===== config.mk =====
export PLATFORM = sky130hd
export DESIGN_NAME = line_error_stat_display
export DESIGN_NICKNAME = d
export VERILOG_FILES = /design/src/hw/stat_pkg.sv /design/src/hw/btn_if.sv /design/src/hw/button_decoder.sv /design/src/hw/line_error_stat_display.sv
export VERILOG_INCLUDE_DIRS = /design/src /design/src/hw
export SDC_FILE = /design/constraint.sdc
export NUM_CORES = 1
export LEC_CHECK = 0
export BUFFER_PORTS_ARGS = -buffer_cell sky130_fd_sc_hd__buf_2
export CORE_ASPECT_RATIO = 1.4
export CORE_UTILIZATION = 44
export CTS_BUF_LIST = sky130_fd_sc_hd__clkbuf_8 sky130_fd_sc_hd__clkbuf_16
export DETAILED_ROUTE_END_ITERATION = 6
export PLACE_DENSITY = 0.67
export SETUP_SLACK_MARGIN = 0.2
export SLEW_MARGIN = 5
export SYNTH_ARGS = -nofsm -noshare
export SYNTH_HDL_FRONTEND = slang
export SYNTH_HIERARCHICAL = 1
export SYNTH_SLANG_ARGS = --single-unit

===== constraint.sdc =====
create_clock -name clk_sys -period 10.8 [get_ports clk_sys]
set_clock_uncertainty 0.1 [all_clocks]
set_input_delay 1.62 -clock clk_sys [delete_from_list [all_inputs] [get_ports clk_sys]]
set_output_delay 1.62 -clock clk_sys [all_outputs]
set_load 0.03 [all_outputs]

===== src/hw/stat_consts.svh =====
`ifndef STAT_CONSTS_SVH
`define STAT_CONSTS_SVH

// Clock rate and interval
`define CLK_HZ            20000000
`define SEC_CYCLES        (`CLK_HZ)
// Burst / severe thresholds
`define SEVERE_LIMIT      16'd320
`define BURST_LOW         16'd1
// Channels and views
`define NUM_CHANNELS      5'd24
`define LAST_CHANNEL      5'd23
`define NUM_NODE_VIEWS    3'd7
`define NUM_LEDS          10
// Chase stepping
`define CHASE_SLOW        24'd4000000
`define CHASE_STEP        24'd300000
`define CHASE_FAST        24'd200000
`define ACT_SAT           8'hff
// Seven-segment codes for the view names
`define SEG_ACT           8'hac
`define SEG_ES            8'he5
`define SEG_CRC           8'hc7
`define SEG_BURST         8'hb5
`define SEG_EE            8'hee
`define SEG_SE            8'h5e
`define SEG_FS            8'hf5
`define SEG_LF            8'h1f

`endif


===== src/hw/stat_pkg.sv =====
package stat_pkg;
    typedef enum logic [3:0] {
        V_ACTIVITY,
        V_ERR_SEC,
        V_CRC,
        V_BURSTY,
        V_EVENTS,
        V_SEVERE,
        V_FRAMING,
        V_LINE_CODE,
        V_CHANNEL,
        V_NODE
    } view_e;
    typedef logic [15:0] tally_t;
endpackage


===== src/hw/btn_if.sv =====
`timescale 1ns/1ps
interface btn_if;
    logic left_press;
    logic right_press;
    logic both_press;
    modport producer (output left_press, output right_press, output both_press);
    modport consumer (input left_press, input right_press, input both_press);
endinterface


===== src/hw/button_decoder.sv =====
`timescale 1ns/1ps
`include "stat_consts.svh"
module button_decoder (
    input  wire logic   clk_sys,
    input  wire logic   reset_n,
    input  wire logic   left_btn,
    input  wire logic   right_btn,
    btn_if.producer     ev
);
    typedef struct packed {
        logic left_prev;
        logic right_prev;
        logic both_held;
    } btn_s;

    btn_s s_q;
    btn_s s_d;

    // Both held suppresses single presses until full release
    always_comb begin
        s_d = s_q;
        s_d.left_prev = left_btn;
        s_d.right_prev = right_btn;
        if (left_btn && right_btn) begin
            s_d.both_held = 1'b1;
        end else if (!left_btn && !right_btn) begin
            s_d.both_held = 1'b0;
        end
    end

    always_ff @(posedge clk_sys or negedge reset_n) begin
        if (!reset_n) begin
            s_q <= '0;
        end else begin
            s_q <= s_d;
        end
    end

    assign ev.both_press  = left_btn && right_btn && !s_q.both_held;
    assign ev.left_press  = !left_btn && s_q.left_prev && !right_btn && !s_q.both_held;
    assign ev.right_press = !right_btn && s_q.right_prev && !left_btn && !s_q.both_held;
endmodule


===== src/hw/line_error_stat_display.sv =====
`timescale 1ns/1ps
`include "stat_consts.svh"
// Operation
// - A second holding at least one error event counts as an errored second.
// - A frame whose computed CRC differs from the received CRC is a checksum mismatch.
// - A second with more than one but fewer than 320 CRC mismatches is a bursty second.
// - Each cycle with a CRC mismatch or a loss of frame is one error event.
// - A second with 320 or more CRC mismatches is a severely errored second.
// - Each received framing bit differing from its expected value is counted.
// - In AMI every bipolar violation counts, in B8ZS only non-substitution ones.
// - Channel view shows the channel number and drives the LEDs from its signals.
// - Right button steps the selected channel through 24 channels.
// - Left button selects node views 1 to 8, whose LEDs act as the activity chase.
// - Pressing both buttons clears the statistics counters.
// - Activity view chases LEDs left to right, faster with more activity.
module line_error_stat_display (
    input  wire logic                  clk_sys,
    input  wire logic                  reset_n,
    input  wire logic                  frame_done,
    input  wire logic [5:0]            crc_local,
    input  wire logic [5:0]            crc_rx,
    input  wire logic                  loss_of_frame,
    input  wire logic                  framing_bit_valid,
    input  wire logic                  framing_bit_rx,
    input  wire logic                  framing_bit_exp,
    input  wire logic                  bipolar_violation,
    input  wire logic                  b8zs_substitution,
    input  wire logic                  b8zs_mode,
    input  wire logic                  activity_pulse,
    input  wire logic [24*10-1:0]      port_signals,
    input  wire logic                  left_btn,
    input  wire logic                  right_btn,
    input  wire logic                  view_next,
    output logic [7:0]                 seg_code,
    output logic [9:0]                 leds,
    output stat_pkg::tally_t           errored_second_tally,
    output stat_pkg::tally_t           checksum_mismatch_tally,
    output stat_pkg::tally_t           bursty_interval_tally,
    output stat_pkg::tally_t           fault_occurrence_tally,
    output stat_pkg::tally_t           heavy_fault_interval,
    output stat_pkg::tally_t           framing_bit_fault,
    output stat_pkg::tally_t           line_code_violation_tally,
    output logic                       second_tick
);
    import stat_pkg::*;

    // ==========================================
    // State
    typedef struct packed {
        logic [24:0] sec_cnt;
        tally_t      sec_crc;
        logic        sec_event;
        tally_t      es;
        tally_t      cr;
        tally_t      bs;
        tally_t      ee;
        tally_t      se;
        tally_t      fs;
        tally_t      lf;
        view_e       view;
        logic [4:0]  per_port_signal_view;
        logic [2:0]  node;
        logic [23:0] chase_cnt;
        logic [3:0]  chase_pos;
        logic [7:0]  act_cnt;
        logic [7:0]  act_rate;
        logic        tick;
        logic [7:0]  seg;
        logic [9:0]  led;
    } state_s;

    state_s s_q;
    state_s s_d;

    btn_if btn ();

    button_decoder u_buttons (
        .clk_sys   (clk_sys),
        .reset_n   (reset_n),
        .left_btn  (left_btn),
        .right_btn (right_btn),
        .ev        (btn.producer)
    );

    // ==========================================
    // Event qualification
    logic crc_err;
    logic err_event;
    logic lcv_event;
    logic fbit_err;

    assign crc_err = frame_done && (crc_local != crc_rx);
    assign err_event = crc_err || loss_of_frame;
    assign lcv_event = bipolar_violation && !(b8zs_mode && b8zs_substitution);
    assign fbit_err = framing_bit_valid && (framing_bit_rx != framing_bit_exp);

    function automatic tally_t sat_inc(input tally_t v, input logic en);
        sat_inc = (en && v != 16'hffff) ? v + 16'h0001 : v;
    endfunction

    function automatic logic [7:0] seg_of(input view_e v, input logic [4:0] ch, input logic [2:0] nd);
        unique case (v)
            V_ACTIVITY:  seg_of = `SEG_ACT;
            V_ERR_SEC:   seg_of = `SEG_ES;
            V_CRC:       seg_of = `SEG_CRC;
            V_BURSTY:    seg_of = `SEG_BURST;
            V_EVENTS:    seg_of = `SEG_EE;
            V_SEVERE:    seg_of = `SEG_SE;
            V_FRAMING:   seg_of = `SEG_FS;
            V_LINE_CODE: seg_of = `SEG_LF;
            V_CHANNEL:   seg_of = {3'h0, ch + 5'h01};
            V_NODE:      seg_of = {4'h0, 1'b0, nd} + 8'h01;
            default:     seg_of = `SEG_ACT;
        endcase
    endfunction

    tally_t shown;

    // Wide product: rate times step overflows 24 bits above a rate of 55
    logic [31:0] chase_drop;
    assign chase_drop = 32'(s_q.act_rate) * 32'(`CHASE_STEP);

    always_comb begin
        unique case (s_q.view)
            V_ERR_SEC:   shown = s_q.es;
            V_CRC:       shown = s_q.cr;
            V_BURSTY:    shown = s_q.bs;
            V_EVENTS:    shown = s_q.ee;
            V_SEVERE:    shown = s_q.se;
            V_FRAMING:   shown = s_q.fs;
            V_LINE_CODE: shown = s_q.lf;
            default:     shown = '0;
        endcase
    end

    // ==========================================
    // Next state
    always_comb begin
        s_d = s_q;
        s_d.tick = 1'b0;
        if (s_q.sec_cnt == 25'(`SEC_CYCLES - 1)) begin
            s_d.sec_cnt = '0;
            s_d.tick = 1'b1;
        end else begin
            s_d.sec_cnt = s_q.sec_cnt + 25'h1;
        end
        s_d.sec_crc = sat_inc(s_q.sec_crc, crc_err);
        s_d.sec_event = s_q.sec_event || err_event;
        s_d.cr = sat_inc(s_q.cr, crc_err);
        s_d.ee = sat_inc(s_q.ee, err_event);
        s_d.fs = sat_inc(s_q.fs, fbit_err);
        s_d.lf = sat_inc(s_q.lf, lcv_event);
        s_d.act_cnt = (activity_pulse && s_q.act_cnt != `ACT_SAT) ? s_q.act_cnt + 8'h01 : s_q.act_cnt;
        if (s_d.tick) begin
            // Errored second, event in last cycle included
            s_d.es = sat_inc(s_q.es, s_q.sec_event || err_event);
            s_d.bs = sat_inc(s_q.bs, s_d.sec_crc > `BURST_LOW && s_d.sec_crc < `SEVERE_LIMIT);
            s_d.se = sat_inc(s_q.se, s_d.sec_crc >= `SEVERE_LIMIT);
            s_d.sec_crc = '0;
            s_d.sec_event = 1'b0;
            s_d.act_rate = s_d.act_cnt;
            s_d.act_cnt = '0;
        end
        if (btn.both_press) begin
            s_d.es = '0;
            s_d.cr = '0;
            s_d.bs = '0;
            s_d.ee = '0;
            s_d.se = '0;
            s_d.fs = '0;
            s_d.lf = '0;
        end
        // View stepping; node views fixed to left button
        if (view_next) begin
            s_d.view = (s_q.view == V_CHANNEL || s_q.view == V_NODE) ? V_ACTIVITY : view_e'(s_q.view + 4'h1);
        end
        if (btn.right_press && s_q.view == V_CHANNEL) begin
            s_d.per_port_signal_view = (s_q.per_port_signal_view == `LAST_CHANNEL) ? 5'h00 : s_q.per_port_signal_view + 5'h01;
        end
        if (btn.left_press) begin
            s_d.view = V_NODE;
            if (s_q.view == V_NODE) begin
                s_d.node = (s_q.node == `NUM_NODE_VIEWS) ? 3'h0 : s_q.node + 3'h1;
            end
        end
        if (s_q.chase_cnt == '0) begin
            s_d.chase_pos = (s_q.chase_pos == 4'(`NUM_LEDS - 1)) ? 4'h0 : s_q.chase_pos + 4'h1;
            s_d.chase_cnt = (chase_drop >= 32'(`CHASE_SLOW - `CHASE_FAST))
                ? `CHASE_FAST : `CHASE_SLOW - chase_drop[23:0];
        end else begin
            s_d.chase_cnt = s_q.chase_cnt - 24'h1;
        end
        s_d.seg = seg_of(s_d.view, s_d.per_port_signal_view, s_d.node);
        unique case (s_d.view)
            V_CHANNEL: s_d.led = port_signals[s_d.per_port_signal_view * 10 +: 10];
            V_ACTIVITY, V_NODE: s_d.led = 10'h200 >> s_d.chase_pos;
            default: s_d.led = shown[9:0];
        endcase
    end

    always_ff @(posedge clk_sys or negedge reset_n) begin
        if (!reset_n) begin
            s_q <= '0;
            s_q.chase_cnt <= `CHASE_SLOW;
        end else begin
            s_q <= s_d;
        end
    end

    // ==========================================
    // Outputs
    assign seg_code = s_q.seg;
    assign leds = s_q.led;
    assign second_tick = s_q.tick;
    assign errored_second_tally = s_q.es;
    assign checksum_mismatch_tally = s_q.cr;
    assign bursty_interval_tally = s_q.bs;
    assign fault_occurrence_tally = s_q.ee;
    assign heavy_fault_interval = s_q.se;
    assign framing_bit_fault = s_q.fs;
    assign line_code_violation_tally = s_q.lf;
endmodule


==> out/metrics.cfg, run 1 <==
[run_status]
status=complete, but fails checks
failed_checks=DRC

[worst_setup_path]
path_common_cell=inv_1
worstPathArrival_ns=6.52
rrSetupSlack_ns=4.65
setup.worst_path.end=s_q[47]
cp-startpoint=s_q[21]
worstPathMaxFanout=9
crit_path_cell_trace=inv_1, fa_1, inv_1, ha_1, inv_1, fa_1, fa_1, inv_1, ha_1, o21ai_0, o21ai_0, a41oi_1, o31ai_1, xnor2_1, nand4b_1, nor4_1, nand2_1, o31a_1
slowest_stage=o21ai_0
crit_buf_inv=4
reg2reg_depth=18
r2r-end=s_q[47]
r2r-start=s_q[21]
cp.depth=18
crit_path_start_kind=flop
path_delay_family=adder cells
slowest_delay_ns=0.62
end_kind=flop
cp.required_ns=11.17
path_class=flop to flop

[logic_synthesis]
ys_seq_area_frac=0.334
synth_edf_count=0
synthXorXnorAreaFrac=0.0846
yosys_register_bits=232
synth_area_mm2=0.0174
synth-compound-area-share=0.110
avgSynthCellArea_um2=9.48
synth_mux_area_frac=0.110
synth-simple-area-share=0.187
syn_inst=1835
ys_top_cells_by_area=dfrtp_1, mux4_2, ha_1, buf_4, xor2_1
yosys.area.top_type=dfrtp_1
ys.warnings.count=6
synth_top_family_by_area=simple AND/OR/NAND/NOR gates
synthFlopType=dfrtp_1
ys_async_sr_fraction=1.00
synth.distinct_cells=86
synth_top_area_frac=0.324
synth_fa_ha_area_frac=0.0807
synth_fp_nets=2201

[global_routing]
grt_pass1_vias=14800
antenna_found_initial=8
grtUsageTotal=0.287
grt_overflow_total=0
grt_pass1_wl_um=87600
grt_max_degree=105

[finish]
nets=2437
multiInputGateArea_mm2=0.00999
fillCellCount=3668
seqCellArea_mm2=0.00581
fin_util=0.514
area_growth_pct=14.4
drive_above_1_share=0.267

[routing]
wirelength_um=59300
route.antenna.remaining_nets=0
wl_per_cell_um=22.7
viasPerCell=5.85
remaining_drc_errors=10
dr.pass1.iters=7
via_count=15300
drt_iter0_drc=1328

[floorplanning]
io-pin-count=397
coreArea_mm2=0.0387
dieWidth_um=170
initial_core_util=0.449
dieHeight_um=237
num_rows=85
die-area_mm2=0.0403

[sta]
slew_violations=0
period_minus_slack_ns=6.15
fin_tns_setup_ns=0
hold_viol=0
max_freq_mhz=163
tightestPinTransition_ns=1.16
finalSetupViolations=0
min_period_over_period=0.570
slew_headroom=0.224
rsz0062_at_grt=no

[clock_tree]
cts_buffers=26
ctsHoldBuffers=0
root_buffer=clkbuf_16
cts.sinks=232
ctsHtreeMaxLevel=1
cts_tree=done
cts_buffer_depth=3
cts_setup_buffers=0
path_clk_slew_ns=0.06
clock_latency_ns=0.57
cts_resized=0

[pwr]
leakagePower_nw=9.18
ir_worst_vdd_uv=103
power_density_mw_per_mm2=162

[placement]
gp_congestion=0.948
place_hpwl_um=47100
io_buffers=396

[min_path]
hp-class=flop to flop

[run]
max-cap-violations=0

[logic make-up (layout without fill, tap and decap cells)]
family / count (synthesis) / count (layout)
AOI/OAI and AO/OA: 281 / 281
DFF: 232 / 232
adders and majority gates: 101 / 101
buffers and inverters: 290 / 546
and+or+nand+nor: 651 / 651
other: 0 / 3
muxes: 112 / 112
xor gates and xnor gates: 168 / 168
[synth_stat cells (19+ instances only)]
library cell,instances
nor3_1,35
o21ai_0,49
nand2_1,130
nand4_1,44
dfrtp_1,225
mux2i_1,40
clkbuf_1,51
ha_1,81
and2_1,19
xor2_1,89
mux4_2,61
a21oi_1,72
xnor2_1,79
nand3_1,70
nor2_1,199
or3_1,28
fa_1,19
buf_4,130
inv_1,89
and3_1,27
a22oi_1,23
[routing by layer]
metal | wire [um] | vias to the layer above | track usage
met2 | 28200 | 677 | 0.482
met4 | 3030 | 2 | 0.146
met5 | 11 | - | 0
met3 | 5210 | 140 | 0.0591
li1 | - | 6915 | -
met1 | 22800 | 7575 | 0.347
[worst min-delay path by stage]
stage / slack (ns) / start / depth (start not counted) / end
2_1_floorplan: 0.35 / s_q[204] / 1 / s_q[204]
3_3_place_gp: 0.37 / s_q[204] / 1 / s_q[204]
3_5_place_dp: 0.38 / s_q[39] / 1 / s_q[39]
4_1_cts: 0.39 / s_q[39] / 1 / s_q[39]
5_1_grt: 0.42 / s_q[204] / 1 / s_q[204]
6_report: 0.39 / s_q[39] / 1 / s_q[39]
[through the flow]
stage          setup slack, ns  power (W)  cells  area (um2)  hold WS, ns
5_1_grt                   4.26    0.00336   2616       19900        0.420
3_3_place_gp              4.92    0.00216   2565       18900        0.366
4_1_cts                   4.77    0.00323   2613       19900        0.393
3_5_place_dp              4.76    0.00218   2565       18900        0.384
6_report                  4.65    0.00323   2616       19900        0.394
2_1_floorplan             5.55    0.00188   1835       17400        0.348
[state kept, by name (all words and copies together), names as in the netlist]
| name | cells |
|---|---|
| s_q | 98 |
| bursty_interval_tally | 16 |
| checksum_mismatch_tally | 16 |
| errored_second_tally | 16 |
| fault_occurrence_tally | 16 |
| framing_bit_fault | 16 |
| heavy_fault_interval | 16 |
| line_code_violation_tally | 16 |
| leds | 10 |
| seg_code | 8 |
| u_buttons/s_q | 3 |
| second_tick | 1 |
[area by class of cell]
type | count | share of cell area
Sequential cell | 232 | 0.292
Tap cell | 522 | 0.0328
Antenna cell | 3 | 0.000377
Timing Repair Buffer | 407 | 0.104
Multi-Input combinational cell | 1313 | 0.502
Clock buffer | 29 | 0.0348
Clock inverter | 19 | 0.0165
Inverter | 91 | 0.0172
[cells in the final DEF, fill, tap and decap left out, types with 9 or more instances in the layout]
cell and n:
buf_2 395, dfrtp_1 225, nor2_1 199, nand2_1 130, inv_1 90, xor2_1 89
ha_1 81, xnor2_1 79, a21oi_1 72, nand3_1 70, mux4_2 61, o21ai_0 49
nand4_1 44, mux2i_1 40, nor3_1 33, or3_1 28, and3_1 27, clkbuf_16 26
a22oi_1 23, and2_1 19, fa_1 19, nor2b_1 15, o31ai_1 14, or4_1 12
and4_1 12, nand2b_1 11, a221oi_1 11, nor4_1 11, buf_4 11, a21o_1 10
a31oi_1 9, a211oi_1 9
[power by group]
part           total, W  internal (W)  switching (W)
clock network   0.00106      0.000657       0.000400
logic           0.00110      0.000453       0.000649
registers       0.00107      0.000957       0.000112
(Power assumes the default switching activity.)
==> run 2, diff against run 1 <==
Clock period 10.8 ns to 6.4 ns, I/O delays scaled along.
==> run 2 against run 1 <==
Net effect: the run now ends clean; sequential power grew 68%; first-iteration DRC count shrank 7.2%; setup slack lost 4.0 ns; total power grew 62%; combinational power grew 71%; routed wire length shrank 2.7%; fmax grew 7.9%; sequential share of layout area grew 0.18 points; hold slack lost 0.025 ns; sequential cell count is the same; via count grew 1.4%; critical endpoint unchanged.
==> out/metrics.cfg, run 2 (synthesis results as in run 1) <==
[run_status]
status=completed  ; was complete, but fails checks

[global_routing]
grtUsageTotal=0.280  ; was 0.287
grt_pass1_wl_um=86200  ; was 87600 um
antenna_found_initial=10  ; was 8
grt_pass1_vias=15100  ; was 14.8k
grt_overflow_total=0  ; unchanged
grt_max_degree=118  ; was 105

[clock_tree]
ctsHtreeMaxLevel=1  ; unchanged
cts_buffer_depth=3  ; unchanged
cts_buffers=25  ; was 26
path_clk_slew_ns=0.06  ; about the same
cts_setup_buffers=0  ; unchanged
cts_tree=done  ; unchanged
clock_latency_ns=0.54  ; was 0.57 ns
root_buffer=clkbuf_16  ; unchanged
cts.sinks=232  ; unchanged

[floorplanning]
dieHeight_um=237  ; unchanged
coreArea_mm2=0.0387  ; unchanged
die-area_mm2=0.0403  ; unchanged
num_rows=85  ; unchanged
io-pin-count=397  ; unchanged
initial_core_util=0.449  ; unchanged
dieWidth_um=170  ; unchanged

[placement]
gp_congestion=0.995  ; was 0.948
place_hpwl_um=45700  ; was 47100 um
place_ws_ns=0.577  ; was 4.76 ns
io_buffers=396  ; unchanged

[routing]
drt_iter0_drc=1232  ; was 1328
route.antenna.remaining_nets=0  ; unchanged
remaining_drc_errors=0  ; was 10
wl_per_cell_um=22.1  ; was 22.7 um
wirelength_um=57700  ; was 59300 um
dr.pass1.iters=7  ; unchanged
via_count=15500  ; was 15.3k
viasPerCell=5.93  ; was 5.85

[finish]
nets=2438  ; was 2437
area_growth_pct=13.7  ; was 14.4%
layout.cells.most_common=buf_2  ; unchanged
fin_util=0.511  ; was 0.514
fillCellCount=3695  ; was 3668
multiInputGateArea_mm2=0.0100  ; was 0.00999 mm2
top_register=s_q  ; unchanged
largest_register_ff_count=98  ; unchanged
drive_above_1_share=0.266  ; was 0.267
final_cell_mix=buf_2, dfrtp_1, nor2_1  ; unchanged
seqCellArea_mm2=0.00581  ; unchanged

[pwr]
switching_share=0.368  ; was 0.360
power.share.clock=0.294  ; was 0.327
ir_worst_vdd_uv=177  ; was 103 uV
p_total_w=0.00522  ; was 0.00323 W
p_int_w=0.00330  ; was 0.00207 W
p_sw_w=0.00192  ; was 0.00116 W
p_comb_frac=0.361  ; was 0.342
leakagePower_nw=9.14  ; was 9.18 nW
p_seq_frac=0.345  ; was 0.331
power_density_mw_per_mm2=264  ; was 162 mW/mm2

[sta]
whs_ns=0.369  ; was 0.394 ns
rsz0062_at_grt=no  ; unchanged
hold_viol=0  ; unchanged
fin_tns_setup_ns=0  ; unchanged
period_minus_slack_ns=5.70  ; was 6.15 ns
slew_headroom=0.160  ; was 0.224
tightestPinTransition_ns=1.25  ; was 1.16 ns
finalSetupViolations=0  ; unchanged
max_freq_mhz=175  ; was 163 MHz
slew_violations=0  ; unchanged
min_period_over_period=0.891  ; was 0.570
setup_slack_ns=0.697  ; was 4.65 ns

[worst_setup_path]
slowest_stage=fa_1  ; was o21ai_0
path_class=flop to flop  ; unchanged
cp.required_ns=6.77  ; was 11.17 ns
slowest_delay_ns=0.65  ; was 0.62 ns
path_common_cell=fa_1  ; was inv_1
crit_path_start_kind=flop  ; unchanged
end_kind=flop  ; unchanged
worstPathArrival_ns=6.07  ; was 6.52 ns
worstPathMaxFanout=9  ; unchanged
crit_path_cell_trace=fa_1, inv_1, fa_1, inv_1, fa_1, fa_1, ha_1, a2111oi_0, o21ai_0, a41oi_1, xnor2_1, nor2_1, a21oi_1, nor4_1, buf_4, nand2_1, o31a_1  ; was inv_1, fa_1, inv_1, ha_1, inv_1, fa_1, fa_1, inv_1, ha_1, o21ai_0, o21ai_0, a41oi_1, o31ai_1, xnor2_1, nand4b_1, nor4_1, nand2_1, o31a_1

[run]
max-cap-violations=0  ; unchanged

[min_path]
hp-class=primary input to async pin  ; was flop to flop

## run 2: metrics by stage
step / cell area (um2) / cells
2_1_floorplan: 17400 / 1835
4_1_cts: 19800 / 2611
6_report: 19800 / 2616
3_3_place_gp: 18900 / 2567
3_5_place_dp: 18900 / 2567
5_1_grt: 19800 / 2615
## run 2: timing repair
item                                    CTS  global route
gates resized for setup                   0             3
hold buffers                              0             0
endpoints found under the setup margin    0            13
## run 2: final cells by class
cell class	count	share of cell area
well taps	522	0.0330
flip-flops and latches	232	0.294
repair buffers	409	0.106
inverters	91	0.0173
clock inverters	15	0.00911
clock buffers	29	0.0344
multi-input cells	1313	0.505
diodes	5	0.000633
## run 2: worst max-delay path, delay by kind of cell (launching register included)
kind	cells	cell delay, ns
adder cells (fa/ha/maj)	5	2.44
buffers and inverters	3	0.32
AO/OA/AOI/OAI	5	1.48
flip-flops	1	0.48
AND/OR/NAND/NOR	3	0.60
XOR/XNOR	1	0.19
## run 2: layer usage
layer	GRT usage	vias to the layer above	part of all wire	wire, um
li1	-	6929	-	-
met1	0.341	7674	0.38	22000
met2	0.467	767	0.47	27200
met3	0.0569	149	0.095	5460
met4	0.144	4	0.054	3100
met5	0	-	0.00047	27
## run 2: power by group through the flow
stage / Clock, W / Sequential (W) / Combinational [W]
floorplan: 0 / 0.00175 / 0.00143
global route: 0.00161 / 0.00182 / 0.00201
finish: 0.00154 / 0.00180 / 0.00188
global placement: 0 / 0.00181 / 0.00184
detailed placement: 0 / 0.00182 / 0.00186
CTS: 0.00155 / 0.00179 / 0.00187
## run 2: final timing paths
check / start / end / slack [ns] / cells past startpoint
min in group clk_sys: s_q[204] / s_q[204] / 0.40 / 1
worst min register to register: s_q[204] / s_q[204] / 0.40 / 1
worst min-delay path: reset_n / fault_occurrence_tally[12] / 0.37 / 1
max in group asynchronous: reset_n / s_q[26] / 4.46 / 2
worst max register to register: s_q[24] / s_q[47] / 0.70 / 17
worst max-delay path: s_q[24] / s_q[47] / 0.70 / 17
